==> src/include/tick_pkg.sv <==
// constants shared by the periodic tick unit
package tick_pkg;
    // apb register map (byte addresses)
    localparam logic [7:0] TICK_CONTROL_ADDR = 8'h00;
    localparam logic [7:0] IRQ_STATUS_ADDR = 8'h04;
    localparam logic [7:0] IRQ_ENABLE_ADDR = 8'h08;
    localparam logic [7:0] IRQ_CLEAR_ADDR = 8'h0C;
    // tick_control field positions
    localparam int TICK_ENABLE_BIT = 0;
    localparam int TICK_IRQ_ENABLE_BIT = 1;
    localparam int TICK_ACK_BIT = 2;
    localparam int TICK_FLAG_BIT = 3;
    localparam int RATE_LSB = 4;
    localparam int RATE_W = 3;
    // chain geometry
    localparam int CHAIN_W = 18;
    localparam int OSC_FREQ_HZ = 88000;
    localparam int MIN_TAP = 10;
    // reset values
    localparam logic [7:0] TICK_CONTROL_RST = 8'h00;
    localparam logic [1:0] IRQ_REG_RST = 2'h0;
    // interrupt status bits: tick and wake-up
    localparam int EV_TICK = 0;
    localparam int EV_WAKE = 1;
    localparam int EV_W = 2;
    typedef enum logic [1:0] {
        RUN_MODE,
        WAIT_MODE,
        STOP_MODE
    } power_mode_t;
endpackage

==> src/rtl/periodic_tick_unit.sv <==
// periodic tick unit: oscillator-driven divider chain with apb control
`timescale 1ns/1ps
`default_nettype none
module periodic_tick_unit (
    input wire logic CORE_CLK,
    input wire logic RESET_N,
    input wire logic OSC_TICK,
    input wire tick_pkg::power_mode_t POWER_MODE,
    input wire logic STOP_OSC_KEEPALIVE,
    input wire logic PSEL,
    input wire logic PENABLE,
    input wire logic PWRITE,
    input wire logic [7:0] PADDR,
    input wire logic [31:0] PWDATA,
    output logic [31:0] PRDATA,
    output logic PREADY,
    output logic PSLVERR,
    output logic TICK_IRQ,
    output logic WAKE_REQ,
    output logic IRQ
);
    import tick_pkg::*;

    logic tick_enable;
    logic tick_irq_enable;
    logic tick_flag;
    logic [RATE_W-1:0] tick_rate_select;
    logic [CHAIN_W-1:0] chain;
    logic [CHAIN_W-1:0] next_chain;
    logic chain_run;
    logic overflow;
    logic access;
    logic bus_blocked;
    logic ctrl_wr;
    logic ack_wr;
    logic [EV_W-1:0] irq_status;
    logic [EV_W-1:0] irq_enable;
    logic [EV_W-1:0] ev;
    logic [31:0] next_rdata;
    logic [CHAIN_W:0] ticks_seen;
    logic first_due;

    // tap index for a rate code: code 0 taps bit 17, code 7 taps bit 10
    function automatic int tap_of(input logic [RATE_W-1:0] code);
        tap_of = CHAIN_W - 1 - int'(code);
    endfunction

    // apb access phase; control register blocked in wait and stop
    assign access = PSEL && PENABLE && !PREADY;
    assign bus_blocked = (POWER_MODE != RUN_MODE);
    assign ctrl_wr = access && PWRITE && !bus_blocked
        && (PADDR == TICK_CONTROL_ADDR);
    assign ack_wr = ctrl_wr && PWDATA[TICK_ACK_BIT];

    // chain runs in run and wait; in stop only with the keep-alive bit
    always_comb begin
        chain_run = tick_enable && OSC_TICK;
        if (POWER_MODE == STOP_MODE) begin
            chain_run = chain_run && STOP_OSC_KEEPALIVE;
        end
    end

    // the tap toggles high at half the period after a restart from zero,
    // giving the half-period first flag; later rises are a full period apart
    always_comb begin
        next_chain = chain + 18'h00001;
        overflow = chain_run && !chain[tap_of(tick_rate_select)]
            && next_chain[tap_of(tick_rate_select)];
    end

    // divider chain; cleared whenever disabled so re-enable starts at zero
    always_ff @(posedge CORE_CLK) begin
        if (!RESET_N || !tick_enable) begin
            chain <= '0;
        end else if (chain_run) begin
            chain <= next_chain;
        end
    end

    // control bits; rate writes are accepted anyway, software must hold off
    always_ff @(posedge CORE_CLK) begin
        if (!RESET_N) begin
            tick_enable <= TICK_CONTROL_RST[TICK_ENABLE_BIT];
            tick_irq_enable <= TICK_CONTROL_RST[TICK_IRQ_ENABLE_BIT];
            tick_rate_select <= TICK_CONTROL_RST[RATE_LSB +: RATE_W];
        end else if (ctrl_wr) begin
            tick_enable <= PWDATA[TICK_ENABLE_BIT];
            tick_irq_enable <= PWDATA[TICK_IRQ_ENABLE_BIT];
            tick_rate_select <= PWDATA[RATE_LSB +: RATE_W];
        end
    end

    // tick flag: overflow wins over a same-cycle acknowledge
    always_ff @(posedge CORE_CLK) begin
        if (!RESET_N) begin
            tick_flag <= 1'b0;
        end else if (overflow) begin
            tick_flag <= 1'b1;
        end else if (ack_wr) begin
            tick_flag <= 1'b0;
        end
    end

    // interrupt request and stop wake-up come straight from flops
    always_ff @(posedge CORE_CLK) begin
        if (!RESET_N) begin
            TICK_IRQ <= 1'b0;
            WAKE_REQ <= 1'b0;
        end else begin
            TICK_IRQ <= tick_flag && tick_irq_enable;
            WAKE_REQ <= tick_flag && tick_irq_enable
                && (POWER_MODE == STOP_MODE);
        end
    end

    // sticky event status, set wins over a clear in the same cycle
    assign ev[EV_TICK] = overflow;
    assign ev[EV_WAKE] = overflow && tick_irq_enable
        && (POWER_MODE == STOP_MODE);
    always_ff @(posedge CORE_CLK) begin
        if (!RESET_N) begin
            irq_status <= IRQ_REG_RST;
            irq_enable <= IRQ_REG_RST;
        end else begin
            if (access && PWRITE && PADDR == IRQ_ENABLE_ADDR) begin
                irq_enable <= PWDATA[EV_W-1:0];
            end
            if (access && PWRITE && PADDR == IRQ_CLEAR_ADDR) begin
                irq_status <= (irq_status & ~PWDATA[EV_W-1:0]) | ev;
            end else begin
                irq_status <= irq_status | ev;
            end
        end
    end

    // level interrupt output
    always_ff @(posedge CORE_CLK) begin
        if (!RESET_N) begin
            IRQ <= 1'b0;
        end else begin
            IRQ <= |(irq_status & irq_enable);
        end
    end

    // read mux; acknowledge always reads zero, unmapped reads zero
    always_comb begin
        next_rdata = 32'h00000000;
        case (PADDR)
            TICK_CONTROL_ADDR: begin
                next_rdata[TICK_ENABLE_BIT] = tick_enable;
                next_rdata[TICK_IRQ_ENABLE_BIT] = tick_irq_enable;
                next_rdata[TICK_ACK_BIT] = 1'b0;
                next_rdata[TICK_FLAG_BIT] = tick_flag;
                next_rdata[RATE_LSB +: RATE_W] = tick_rate_select;
            end
            IRQ_STATUS_ADDR: next_rdata[EV_W-1:0] = irq_status;
            IRQ_ENABLE_ADDR: next_rdata[EV_W-1:0] = irq_enable;
            default: next_rdata = 32'h00000000;
        endcase
    end

    // one wait state: ready rises the cycle after penable
    always_ff @(posedge CORE_CLK) begin
        if (!RESET_N) begin
            PREADY <= 1'b0;
            PSLVERR <= 1'b0;
            PRDATA <= 32'h00000000;
        end else begin
            PREADY <= access;
            PSLVERR <= access && (bus_blocked
                && PADDR == TICK_CONTROL_ADDR
                || PADDR > IRQ_CLEAR_ADDR || PADDR[1:0] != 2'h0);
            if (access && !PWRITE) begin
                PRDATA <= (bus_blocked && PADDR == TICK_CONTROL_ADDR)
                    ? 32'h00000000 : next_rdata;
            end
        end
    end

    // independent count of oscillator ticks since the chain was enabled;
    // kept apart from the chain so the tick timing checks do not merely
    // restate the tap decode they are meant to guard
    always_ff @(posedge CORE_CLK) begin
        if (!RESET_N || !tick_enable) begin
            ticks_seen <= '0;
        end else if (chain_run) begin
            ticks_seen <= ticks_seen + 19'h00001;
        end
    end

    // marks that the first flag after an enable is still to come
    always_ff @(posedge CORE_CLK) begin
        if (!RESET_N || !tick_enable) begin
            first_due <= 1'b1;
        end else if (overflow) begin
            first_due <= 1'b0;
        end
    end
endmodule
`default_nettype wire

==> config.mk <==
export PLATFORM = sky130hd
export DESIGN_NAME = periodic_tick_unit
export DESIGN_NICKNAME = d
export VERILOG_FILES = /design/src/include/tick_pkg.sv /design/src/rtl/periodic_tick_unit.sv
export SDC_FILE = /design/constraint.sdc
export NUM_CORES = 1
export LEC_CHECK = 0
export ABC_AREA = 1
export BUFFER_PORTS_ARGS = -buffer_cell sky130_fd_sc_hd__buf_2
export CAP_MARGIN = 20
export CORE_MARGIN = 2
export CORE_UTILIZATION = 45
export DETAILED_ROUTE_END_ITERATION = 8
export PLACE_DENSITY_LB_ADDON = 0.12
export REMOVE_ABC_BUFFERS = 1
export SLEW_MARGIN = 5
export SYNTH_ARGS = -nofsm -noshare
export SYNTH_HDL_FRONTEND = slang
export SYNTH_SLANG_ARGS = --single-unit
export TNS_END_PERCENT = 100
==> constraint.sdc <==
create_clock -name CORE_CLK -period 1.4 [get_ports CORE_CLK]
set_input_delay 0.28 -clock CORE_CLK [delete_from_list [all_inputs] [get_ports CORE_CLK]]
set_output_delay 0.28 -clock CORE_CLK [all_outputs]
set_load 0.01 [all_outputs]
==> results of run 1 <==
[power by group through the flow]
stage / registers [mW] / clock network [mW] / logic (mW)
after CTS: 1.11 / 0.790 / 0.121
after floorplan: 1.14 / 0 / 0.0569
final: 1.11 / 0.788 / 0.123
after global placement: 1.14 / 0 / 0.119
after detailed placement: 1.14 / 0 / 0.120
after global routing: 1.11 / 0.845 / 0.139
[flip-flops by register name, summed over array words and instances (netlist names), 2 cells and up]
name and cells:
PRDATA 6, tick_rate_select 3, irq_status 2, irq_enable 2
chain 18
[per-layer routing]
layer  wire (um)  track usage (%)  vias to the layer above
li1            -                -                     1296
met1        2860             28.7                     1091
met2        3050             33.4                       75
met3         253             2.94                        9
met5           0                0                        -
met4          56             5.82                        0
[cells in the final DEF (no fill, tap or decap), types with 2 or more instances in the layout]
cell,Yosys,layout
clkbuf_8,0,5
nand2_4,1,5
nand4_1,11,11
nand3_2,1,9
nand3_1,29,20
o21ai_0,16,14
clkinv_1,2,2
buf_6,2,6
buf_2,1,33
o21ai_1,2,3
nor2_4,3,6
dfxtp_2,0,8
nand2_1,70,57
buf_4,26,52
conb_1,1,26
nor3_2,1,3
inv_1,47,46
a211oi_1,7,6
o21bai_1,2,2
dfxtp_1,39,30
o211ai_1,8,8
nor2_2,5,4
nor2_1,24,22
nand2_2,6,15
nor3_1,5,2
inv_2,7,7
a21oi_2,1,3
o21ai_2,1,2
a21oi_1,25,23
[what timing repair did]
action / 4_1_cts / 5_1_grt
hold endpoints to repair: 0 / 0
setup endpoints to repair: 8 / 18
buffers inserted: 4 / 4
pin swaps: 4 / 22
resized for setup: 17 / 46
[kinds of logic (layout without fill, tap and decap cells)]
kind of cell | count (synthesis) | count (layout) | synth area share [%]
adder cells (fa/ha/maj) | 2 | 2 | 1.05
AO/OA/AOI/OAI | 64 | 64 | 15.8
flip-flops | 39 | 39 | 32.7
other | 1 | 26 | 0.157
AND/OR/NAND/NOR | 161 | 161 | 31.8
buffers and inverters | 87 | 156 | 18.5
[layout make-up]
type                    count  area (sq um)
clock buffers               6          72.6
inverters                  56           213
multi-input cells         253          1440
flip-flops and latches     39           795
clock inverters             2          12.5
well taps                  70          87.6
fillers                   487          1840
repair buffers             92           643
[worst paths after layout]
kind | end | cells after the start | slack, ns
worst max-delay path | irq_status[1] | 13 | -0.21
worst min-delay path | tick_enable | 3 | 0.25
worst max register to register | irq_status[1] | 13 | -0.21
worst min register to register | PRDATA[4] | 2 | 0.47
[tightest hold or removal path, delay by kind of cell]
| kind | cells | cell delay, ns |
|---|---|---|
| AO/OA/AOI/OAI | 1 | 0.06 |
| buffers and inverters | 2 | 0.16 |
==> flow_metrics.py, run 1 <==
metrics = {
    "final_layout": {
        "nNetsFinal": 498,
        "area_growth_pct": 36.8,
        "drive_above_1_share_pct": 37.7,
        "final_cells": 518,
        "final_area_sq_mm": 0.00326,
        "fin_util_pct": 63.9,
        "antenna_cells": 0,
    },
    "run": {
        "maxCapViolations": 0,
    },
    "sta": {
        "rsz0062_at_grt": "yes",
        "hold_viol": 0,
        "layout_min_cycle_time_ns": 1.61,
        "fin_tns_setup_ns": -0.813,
        "max_freq_mhz": 621,
        "setup_ws_ns": -0.209,
        "whs_ns": 0.248,
        "fin_skew_ns": 0.00294,
        "finalCritPeriodShare_pct": 115,
        "finalMaxSlewViolations": 0,
        "report.final.setup_viol": 8,
    },
    "cts": {
        "path_clk_slew_ns": 0.08,
        "root_buffer": "clkbuf_8",
        "cts_buffers": 5,
        "cts_tree": "yes",
        "cts.sinks": 39,
        "ctsHoldBuffers": 0,
        "cts.htree.levels": 2,
        "clock_latency_ns": 0.29,
        "clk_path_buf_depth": 2,
    },
    "synth": {
        "async_flop_share_pct": 0,
        "synth_top_area_share_pct": 32.7,
        "yosysSeqAreaShare_pct": 32.7,
        "yosysMostFrequentCell": "nand2_1",
        "synth_edf_count": 0,
        "ys.warnings.count": 0,
        "yosysUniqueCellTypes": 36,
        "synthTopCellsByCount": "70 x nand2_1, 47 x inv_1, 39 x dfxtp_1",
        "synthCells": 354,
        "synthFlopType": "dfxtp_1",
        "synth_area_leaders": "dfxtp_1 33%, nand2_1 11%, buf_4 8.2%, inv_1 7.4%, nand3_1 6.1%",
        "ys_ff_latch": 39,
        "yosysTopAreaCell": "dfxtp_1",
        "synth_area_sq_mm": 0.00239,
        "avgSynthCellArea_sq_um": 6.74,
    },
    "place": {
        "place_area_sq_mm": 0.00293,
        "portBuffers": 33,
        "gp_congestion": 0.867,
        "dp_cells": 506,
        "dp_hpwl_um": 4540,
        "place_ws_ns": -0.259,
    },
    "global_routing": {
        "grt_pass1_vias": 2239,
        "grt_usage_pct": 20.7,
        "grt_max_degree": 13,
        "antenna_found_initial": 0,
        "grt_overflow": 0,
        "grt_pass1_wl_um": 10000,
    },
    "run_status": {
        "violations": "negative setup slack",
        "outcome": "complete, but fails checks",
    },
    "drt": {
        "drtIter0Drc": 187,
        "drc": 0,
        "drt-total-wl_um": 6220,
        "drt_pass1_iterations": 4,
        "wire_per_inst_um": 12.0,
        "ant_nets": 0,
        "viasPerCell": 4.77,
        "vias": 2471,
    },
    "power_and_ir_drop": {
        "power_density_mw_per_mm2": 619,
        "total_power_mw": 2.02,
        "power_frac_seq_pct": 54.9,
        "switchingPower_mw": 0.519,
        "swShare_pct": 25.7,
        "p_int_mw": 1.50,
        "combPwrFrac_pct": 6.1,
        "vdd_drop_max_mv": 0.454,
        "clkPwrFrac_pct": 39.0,
        "leakagePower_nw": 1.52,
    },
    "die": {
        "core-area_sq_mm": 0.00511,
        "die_h_um": 76.8,
        "start_util_pct": 46.7,
        "dieArea_sq_mm": 0.00590,
        "rows": 26,
        "io_pins": 86,
        "die_w_um": 76.8,
    },
    "setup_path": {
        "critical-path-top-delay-family": "simple AND/OR/NAND/NOR gates",
        "startpoint_type": "flop",
        "slowest_stage": "dfxtp_4",
        "r2r_start": "chain[1]",
        "endpoint_kind": "flop",
        "required_ns": 1.59,
        "worst-path-buf-inv": 2,
        "startpoint": "chain[1]",
        "path_max_fanout": 3,
        "cp_cell_sequence": "ha_4 -> nand2_4 -> nor2_4 -> buf_4 -> nand3_1 -> nand3_1 -> nand2_1 -> inv_1 -> nand2_1 -> nand3_2 -> nand2_2 -> nand4_1 -> nand2_1",
        "crit_type": "flop to flop",
        "crit_arrival_ns": 1.80,
        "slowest_delay_ns": 0.37,
        "critPathMostFrequentCell": "nand2_1",
    },
    "min_path": {
        "hp-class": "input port to flop",
        "hold_path_startpoint": "PWDATA[0]",
    },
}
(Power assumes the default switching activity.)
==> inputs of run 2 (changes only) <==
--- a/config.mk
+++ b/config.mk
@@ -9,9 +9,9 @@
 export BUFFER_PORTS_ARGS = -buffer_cell sky130_fd_sc_hd__buf_2
 export CAP_MARGIN = 20
 export CORE_MARGIN = 2
-export CORE_UTILIZATION = 45
+export CORE_UTILIZATION = 50
 export DETAILED_ROUTE_END_ITERATION = 8
-export PLACE_DENSITY_LB_ADDON = 0.12
+export PLACE_DENSITY = 0.83
 export REMOVE_ABC_BUFFERS = 1
 export SLEW_MARGIN = 5
 export SYNTH_ARGS = -nofsm -noshare
==> constraint.sdc (replaced) <==
create_clock -name CORE_CLK -period 1.6 [get_ports CORE_CLK]
set_input_delay 0.32 -clock CORE_CLK [delete_from_list [all_inputs] [get_ports CORE_CLK]]
set_output_delay 0.32 -clock CORE_CLK [all_outputs]
set_load 0.01 [all_outputs]
==> run 2 against run 1 <==
The run still ends with negative setup slack left. Clock skew rose by 0.00052 ns. Largest power group unchanged. Cell area shrank 9.5%. Sequential cell count is the same. Fmax is 0.45% higher. Die area is 9.5% lower. Via count decreased by 1.5%. Non-clock buffer count decreased by 30. Sequential share of layout area is 2.7 points higher. Critical endpoint unchanged.
==> flow_metrics.py, run 2 (same netlist as run 1, synthesis figures left out) <==
metrics = {
    "final_layout": {
        "nNetsFinal": 468,
        "antenna_cells": 0,
        "layout_commonest_cell": "nand2_1",
        "top_register": "chain",
        "top_regs": "chain (18), PRDATA (6), tick_rate_select (3)",
        "fin_util_pct": 63.4,
        "area_growth_pct": 23.8,
        "final_cell_mix": "62 x nand2_1, 46 x inv_1, 33 x buf_2, 27 x dfxtp_1",
        "largest_register_ffs": 18,
        "seq_area_sq_um": 798,
        "drive_above_1_share_pct": 31.3,
        "n_fill_cell": 396,
        "multi_input_area_sq_mm": 0.00140,
    },
    "drt": {
        "wire_per_inst_um": 12.3,
        "drc": 0,
        "vias": 2434,
        "drtIter0Drc": 224,
        "ant_nets": 0,
        "viasPerCell": 5.16,
        "drt_pass1_iterations": 6,
        "drt-total-wl_um": 5820,
    },
    "sta": {
        "layout_min_cycle_time_ns": 1.60,
        "rsz0062_at_grt": "yes",
        "fin_tns_setup_ns": -0.00215,
        "whs_ns": 0.285,
        "finalMaxSlewViolations": 0,
        "report.final.setup_viol": 1,
        "max_freq_mhz": 624,
        "hold_viol": 0,
        "finalCritPeriodShare_pct": 100,
        "setup_ws_ns": -0.00215,
        "fin_skew_ns": 0.00346,
    },
    "setup_path": {
        "crit_type": "flop to flop",
        "startpoint_type": "flop",
        "crit_arrival_ns": 1.86,
        "path_max_fanout": 3,
        "required_ns": 1.85,
        "endpoint_kind": "flop",
    },
    "die": {
        "core-area_sq_mm": 0.00466,
        "die_h_um": 73.1,
        "start_util_pct": 51.2,
        "dieArea_sq_mm": 0.00534,
        "io_pins": 86,
        "rows": 25,
        "die_w_um": 73.1,
    },
    "global_routing": {
        "antenna_found_initial": 0,
        "grt_max_degree": 14,
        "grt_overflow": 0,
        "grt_usage_pct": 22.6,
        "grt_pass1_vias": 2208,
        "grt_pass1_wl_um": 9450,
    },
    "place": {
        "gp_congestion": 0.985,
        "place_ws_ns": -0.0603,
        "dp_hpwl_um": 4220,
        "portBuffers": 33,
    },
    "power_and_ir_drop": {
        "power_density_mw_per_mm2": 595,
        "leakagePower_nw": 1.36,
        "vdd_drop_max_mv": 0.321,
    },
    "cts": {
        "cts.htree.levels": 2,
        "cts.sinks": 39,
        "cts_tree": "yes",
        "path_clk_slew_ns": 0.08,
        "root_buffer": "clkbuf_8",
        "cts_buffers": 5,
        "clock_latency_ns": 0.30,
        "clk_path_buf_depth": 2,
        "ctsHoldBuffers": 0,
    },
    "run": {
        "maxCapViolations": 0,
    },
    "run_status": {
        "outcome": "complete, but fails checks",
        "violations": "negative setup slack",
    },
    "min_path": {
        "hp-class": "input port to flop",
    },
}
-- run 2: cell types whose count changed in the layout (fill, tap and decap cells not counted), sizes merged --
| cell | before | now |
|---|---|---|
| buf | 92 | 62 |
-- run 2: final timing paths --
kind	cells past startpoint	start	endpoint	slack (ns)
worst max-delay path	12	chain[1]	irq_status[1]	-0.002
worst min-delay path	3	PWDATA[0]	tick_enable	0.29
worst max register to register	12	chain[1]	irq_status[1]	-0.002
worst min register to register	2	PRDATA[4]	PRDATA[4]	0.46
-- run 2: what timing repair did --
item	CTS	global route
buffers inserted	1	5
gates resized for setup	16	33
pin swaps	11	24
setup endpoints to repair	3	4
-- run 2: per-stage QoR --
step | instance area (sq um) | std cells | power, mW
2_1_floorplan | 2250 | 348 | 1.05
3_3_place_gp | 2660 | 458 | 1.09
3_5_place_dp | 2660 | 458 | 1.10
4_1_cts | 2810 | 467 | 1.76
5_1_grt | 2950 | 472 | 1.82
6_report | 2950 | 472 | 1.76
-- run 2: layout make-up --
type | instances | share of cell area [%]
multi-input cells | 253 | 47.3
flip-flops and latches | 39 | 27.0
repair buffers | 62 | 13.3
inverters | 56 | 7.12
clock buffers | 6 | 2.46
well taps | 54 | 2.29
clock inverters | 2 | 0.424
-- run 2: worst max-delay path, stage by stage (launching register included) --
cell and delay (ns):
dfxtp_4 0.37, ha_4 0.15, nand2_4 0.06, nor2_4 0.16, buf_6 0.13, nand3_2 0.07, nand2_2 0.09, nand3_2 0.08
nand3_2 0.08, nand3_2 0.09, nand2_2 0.09, nand4_1 0.10, nand2_1 0.07
-- run 2: routing by layer --
layer  global-route usage (%)  vias to the layer above  part of all wire, %
met2                     36.9                       89                   48
met1                     28.4                     1104                   44
met3                     5.11                       13                  5.3
met5                        0                        -                    0
li1                         -                     1228                    -
met4                     9.67                        0                  2.7
-- run 2: where the power goes --
part	total, mW	internal, mW	switching, mW
combinational	0.102	0.0335	0.0685
clock	0.684	0.305	0.379
sequential	0.970	0.969	0.00100
total	1.76	1.31	0.448
==> inputs of run 3 (changes only) <==
--- a/config.mk
+++ b/config.mk
@@ -9,9 +9,9 @@
 export BUFFER_PORTS_ARGS = -buffer_cell sky130_fd_sc_hd__buf_2
 export CAP_MARGIN = 20
 export CORE_MARGIN = 2
-export CORE_UTILIZATION = 50
+export CORE_UTILIZATION = 54
 export DETAILED_ROUTE_END_ITERATION = 8
-export PLACE_DENSITY = 0.83
+export PLACE_DENSITY = 0.89
 export REMOVE_ABC_BUFFERS = 1
 export SLEW_MARGIN = 5
 export SYNTH_ARGS = -nofsm -noshare
==> constraint.sdc (replaced) <==
create_clock -name CORE_CLK -period 2.1 [get_ports CORE_CLK]
set_input_delay 0.42 -clock CORE_CLK [delete_from_list [all_inputs] [get_ports CORE_CLK]]
set_output_delay 0.42 -clock CORE_CLK [all_outputs]
set_load 0.01 [all_outputs]
==> run 3 against run 2 <==
The run now ends clean. Via count is 7.1% lower. Worst hold slack better by 0.097 ns. Count of clock-buffer cells in the layout is the same. Total power decreased by 18%. Highest routed layer unchanged.
==> flow_metrics.py, run 3 (same netlist as run 1, synthesis figures left out) <==
metrics = {
    "run_status": {
        "outcome": "finished, final reports clean",
    },
    "place": {
        "place_area_sq_mm": 0.00249,
        "portBuffers": 33,
        "dp_hpwl_um": 3970,
        "gp_congestion": 0.918,
        "dp_cells": 435,
    },
    "setup_path": {
        "startpoint_type": "flop",
        "path_max_fanout": 4,
        "crit_arrival_ns": 1.98,
        "crit_type": "flop to flop",
        "r2r_setup_slack_ns": 0.37,
        "startpoint": "chain[0]",
        "worstReg2RegEnd": "irq_status[1]",
        "r2r_start": "chain[0]",
        "critPathCapture": "irq_status[1]",
        "r2r_cells": 13,
        "required_ns": 2.35,
        "endpoint_kind": "flop",
    },
    "final_layout": {
        "n_fill_cell": 397,
        "fin_util_pct": 60.5,
        "area_growth_pct": 8.86,
        "top_regs": "chain (18), PRDATA (6), tick_rate_select (3)",
        "top_register": "chain",
        "final_area_sq_mm": 0.00260,
        "nNetsFinal": 441,
        "largest_register_ffs": 18,
        "multi_input_area_sq_mm": 0.00126,
        "seq_area_sq_um": 781,
        "layout_commonest_cell": "nand2_1",
        "final_cell_mix": "70 x nand2_1, 47 x inv_1, 39 x dfxtp_1, 33 x buf_2, 29 x nand3_1",
        "final_cells": 442,
        "antenna_cells": 0,
        "drive_above_1_share_pct": 17.4,
    },
    "power_and_ir_drop": {
        "vdd_drop_max_mv": 0.326,
        "power_density_mw_per_mm2": 551,
        "leakagePower_nw": 1.16,
    },
    "global_routing": {
        "grt_overflow": 0,
        "grt_pass1_wl_um": 9130,
        "grt_pass1_vias": 2134,
        "grt_max_degree": 14,
        "grt_usage_pct": 22.5,
        "antenna_found_initial": 0,
    },
    "drt": {
        "drc": 0,
        "wire_per_inst_um": 11.9,
        "drt_pass1_iterations": 5,
        "drtIter0Drc": 258,
        "drt-total-wl_um": 5250,
        "ant_nets": 0,
        "viasPerCell": 5.11,
        "vias": 2260,
    },
    "cts": {
        "path_clk_slew_ns": 0.08,
        "cts.sinks": 39,
        "cts_tree": "yes",
        "root_buffer": "clkbuf_8",
        "cts_buffers": 5,
        "ctsResizeCount": 0,
        "clk_path_buf_depth": 2,
        "ctsHoldBuffers": 0,
        "cts.htree.levels": 2,
        "clock_latency_ns": 0.30,
        "cts_setup_buffers": 0,
    },
    "die": {
        "dieArea_sq_mm": 0.00497,
        "core-area_sq_mm": 0.00429,
        "io_pins": 86,
        "start_util_pct": 55.6,
        "rows": 24,
        "die_w_um": 70.5,
        "die_h_um": 70.5,
    },
    "sta": {
        "layout_min_cycle_time_ns": 1.73,
        "report.final.setup_viol": 0,
        "rsz0062_at_grt": "no",
        "hold_viol": 0,
        "max_freq_mhz": 578,
        "fin_skew_ns": 0.00546,
        "finalCritPeriodShare_pct": 82.4,
        "finalMaxSlewViolations": 0,
        "fin_tns_setup_ns": 0,
    },
    "run": {
        "maxCapViolations": 0,
    },
    "min_path": {
        "hp-class": "input port to flop",
    },
}
run 3: cell types whose count changed in the layout (fill, tap and decap cells not counted), sizes merged:
| cell | change |
|---|---|
| clkinv | -1 |
| buf | -27 |
| bufinv | +1 |
| clkinvlp | -1 |
run 3: critical path, stage by stage, from the launching register on:
cell and delay [ns]:
dfxtp_1 0.37, ha_1 0.18, nand2_1 0.11, nor2_2 0.20, nand2_2 0.11, inv_2 0.08, nand2_1 0.05, nand2_1 0.07
nand3_1 0.07, nand3_1 0.08, nand3_1 0.08, nand2_1 0.09, nand4_1 0.11, nand2_1 0.08
run 3: worst min-delay path by stage:
stage                  start              end  slack [ns]  depth (start not counted)
2_1_floorplan  irq_enable[0]    irq_enable[0]        0.44                          2
3_3_place_gp   irq_enable[0]    irq_enable[0]        0.45                          2
3_5_place_dp       PRDATA[0]        PRDATA[0]        0.46                          2
4_1_cts            PWDATA[2]        tick_flag        0.39                          4
5_1_grt            PWDATA[2]        tick_flag        0.40                          4
6_report           PWDATA[1]  tick_irq_enable        0.38                          3
run 3: where the power goes:
group          switching, mW  leakage, nW  internal [mW]
combinational         0.0509        0.792         0.0210
sequential          0.000538        0.314          0.740
clock                  0.271       0.0513          0.348
run 3: cell type report:
cell class	instances	share of cell area (%)
multi-input combinational	253	48.5
sequential	39	30.1
inverter	56	8.09
timing repair buffer	35	6.94
clock buffer	6	2.79
tap	52	2.50
clock inverter	1	1.16
run 3: per-layer routing:
layer	vias up	track usage (%)	part of all wire (%)
li1	1175	-	-
met1	1000	28.3	44
met2	76	37.5	48
met3	9	4.62	6.3
met4	0	9.19	1.6
met5	-	0	0
run 3: per-stage QoR:
step / power [mW] / setup WS (ns) / hold WS (ns)
after floorplan: 0.797 / 0.573 / 0.436
after global placement: 0.827 / 0.320 / 0.450
after detailed placement: 0.829 / 0.299 / 0.459
after CTS: 1.44 / 0.391 / 0.385
after global routing: 1.46 / 0.0822 / 0.401
final: 1.43 / 0.370 / 0.382
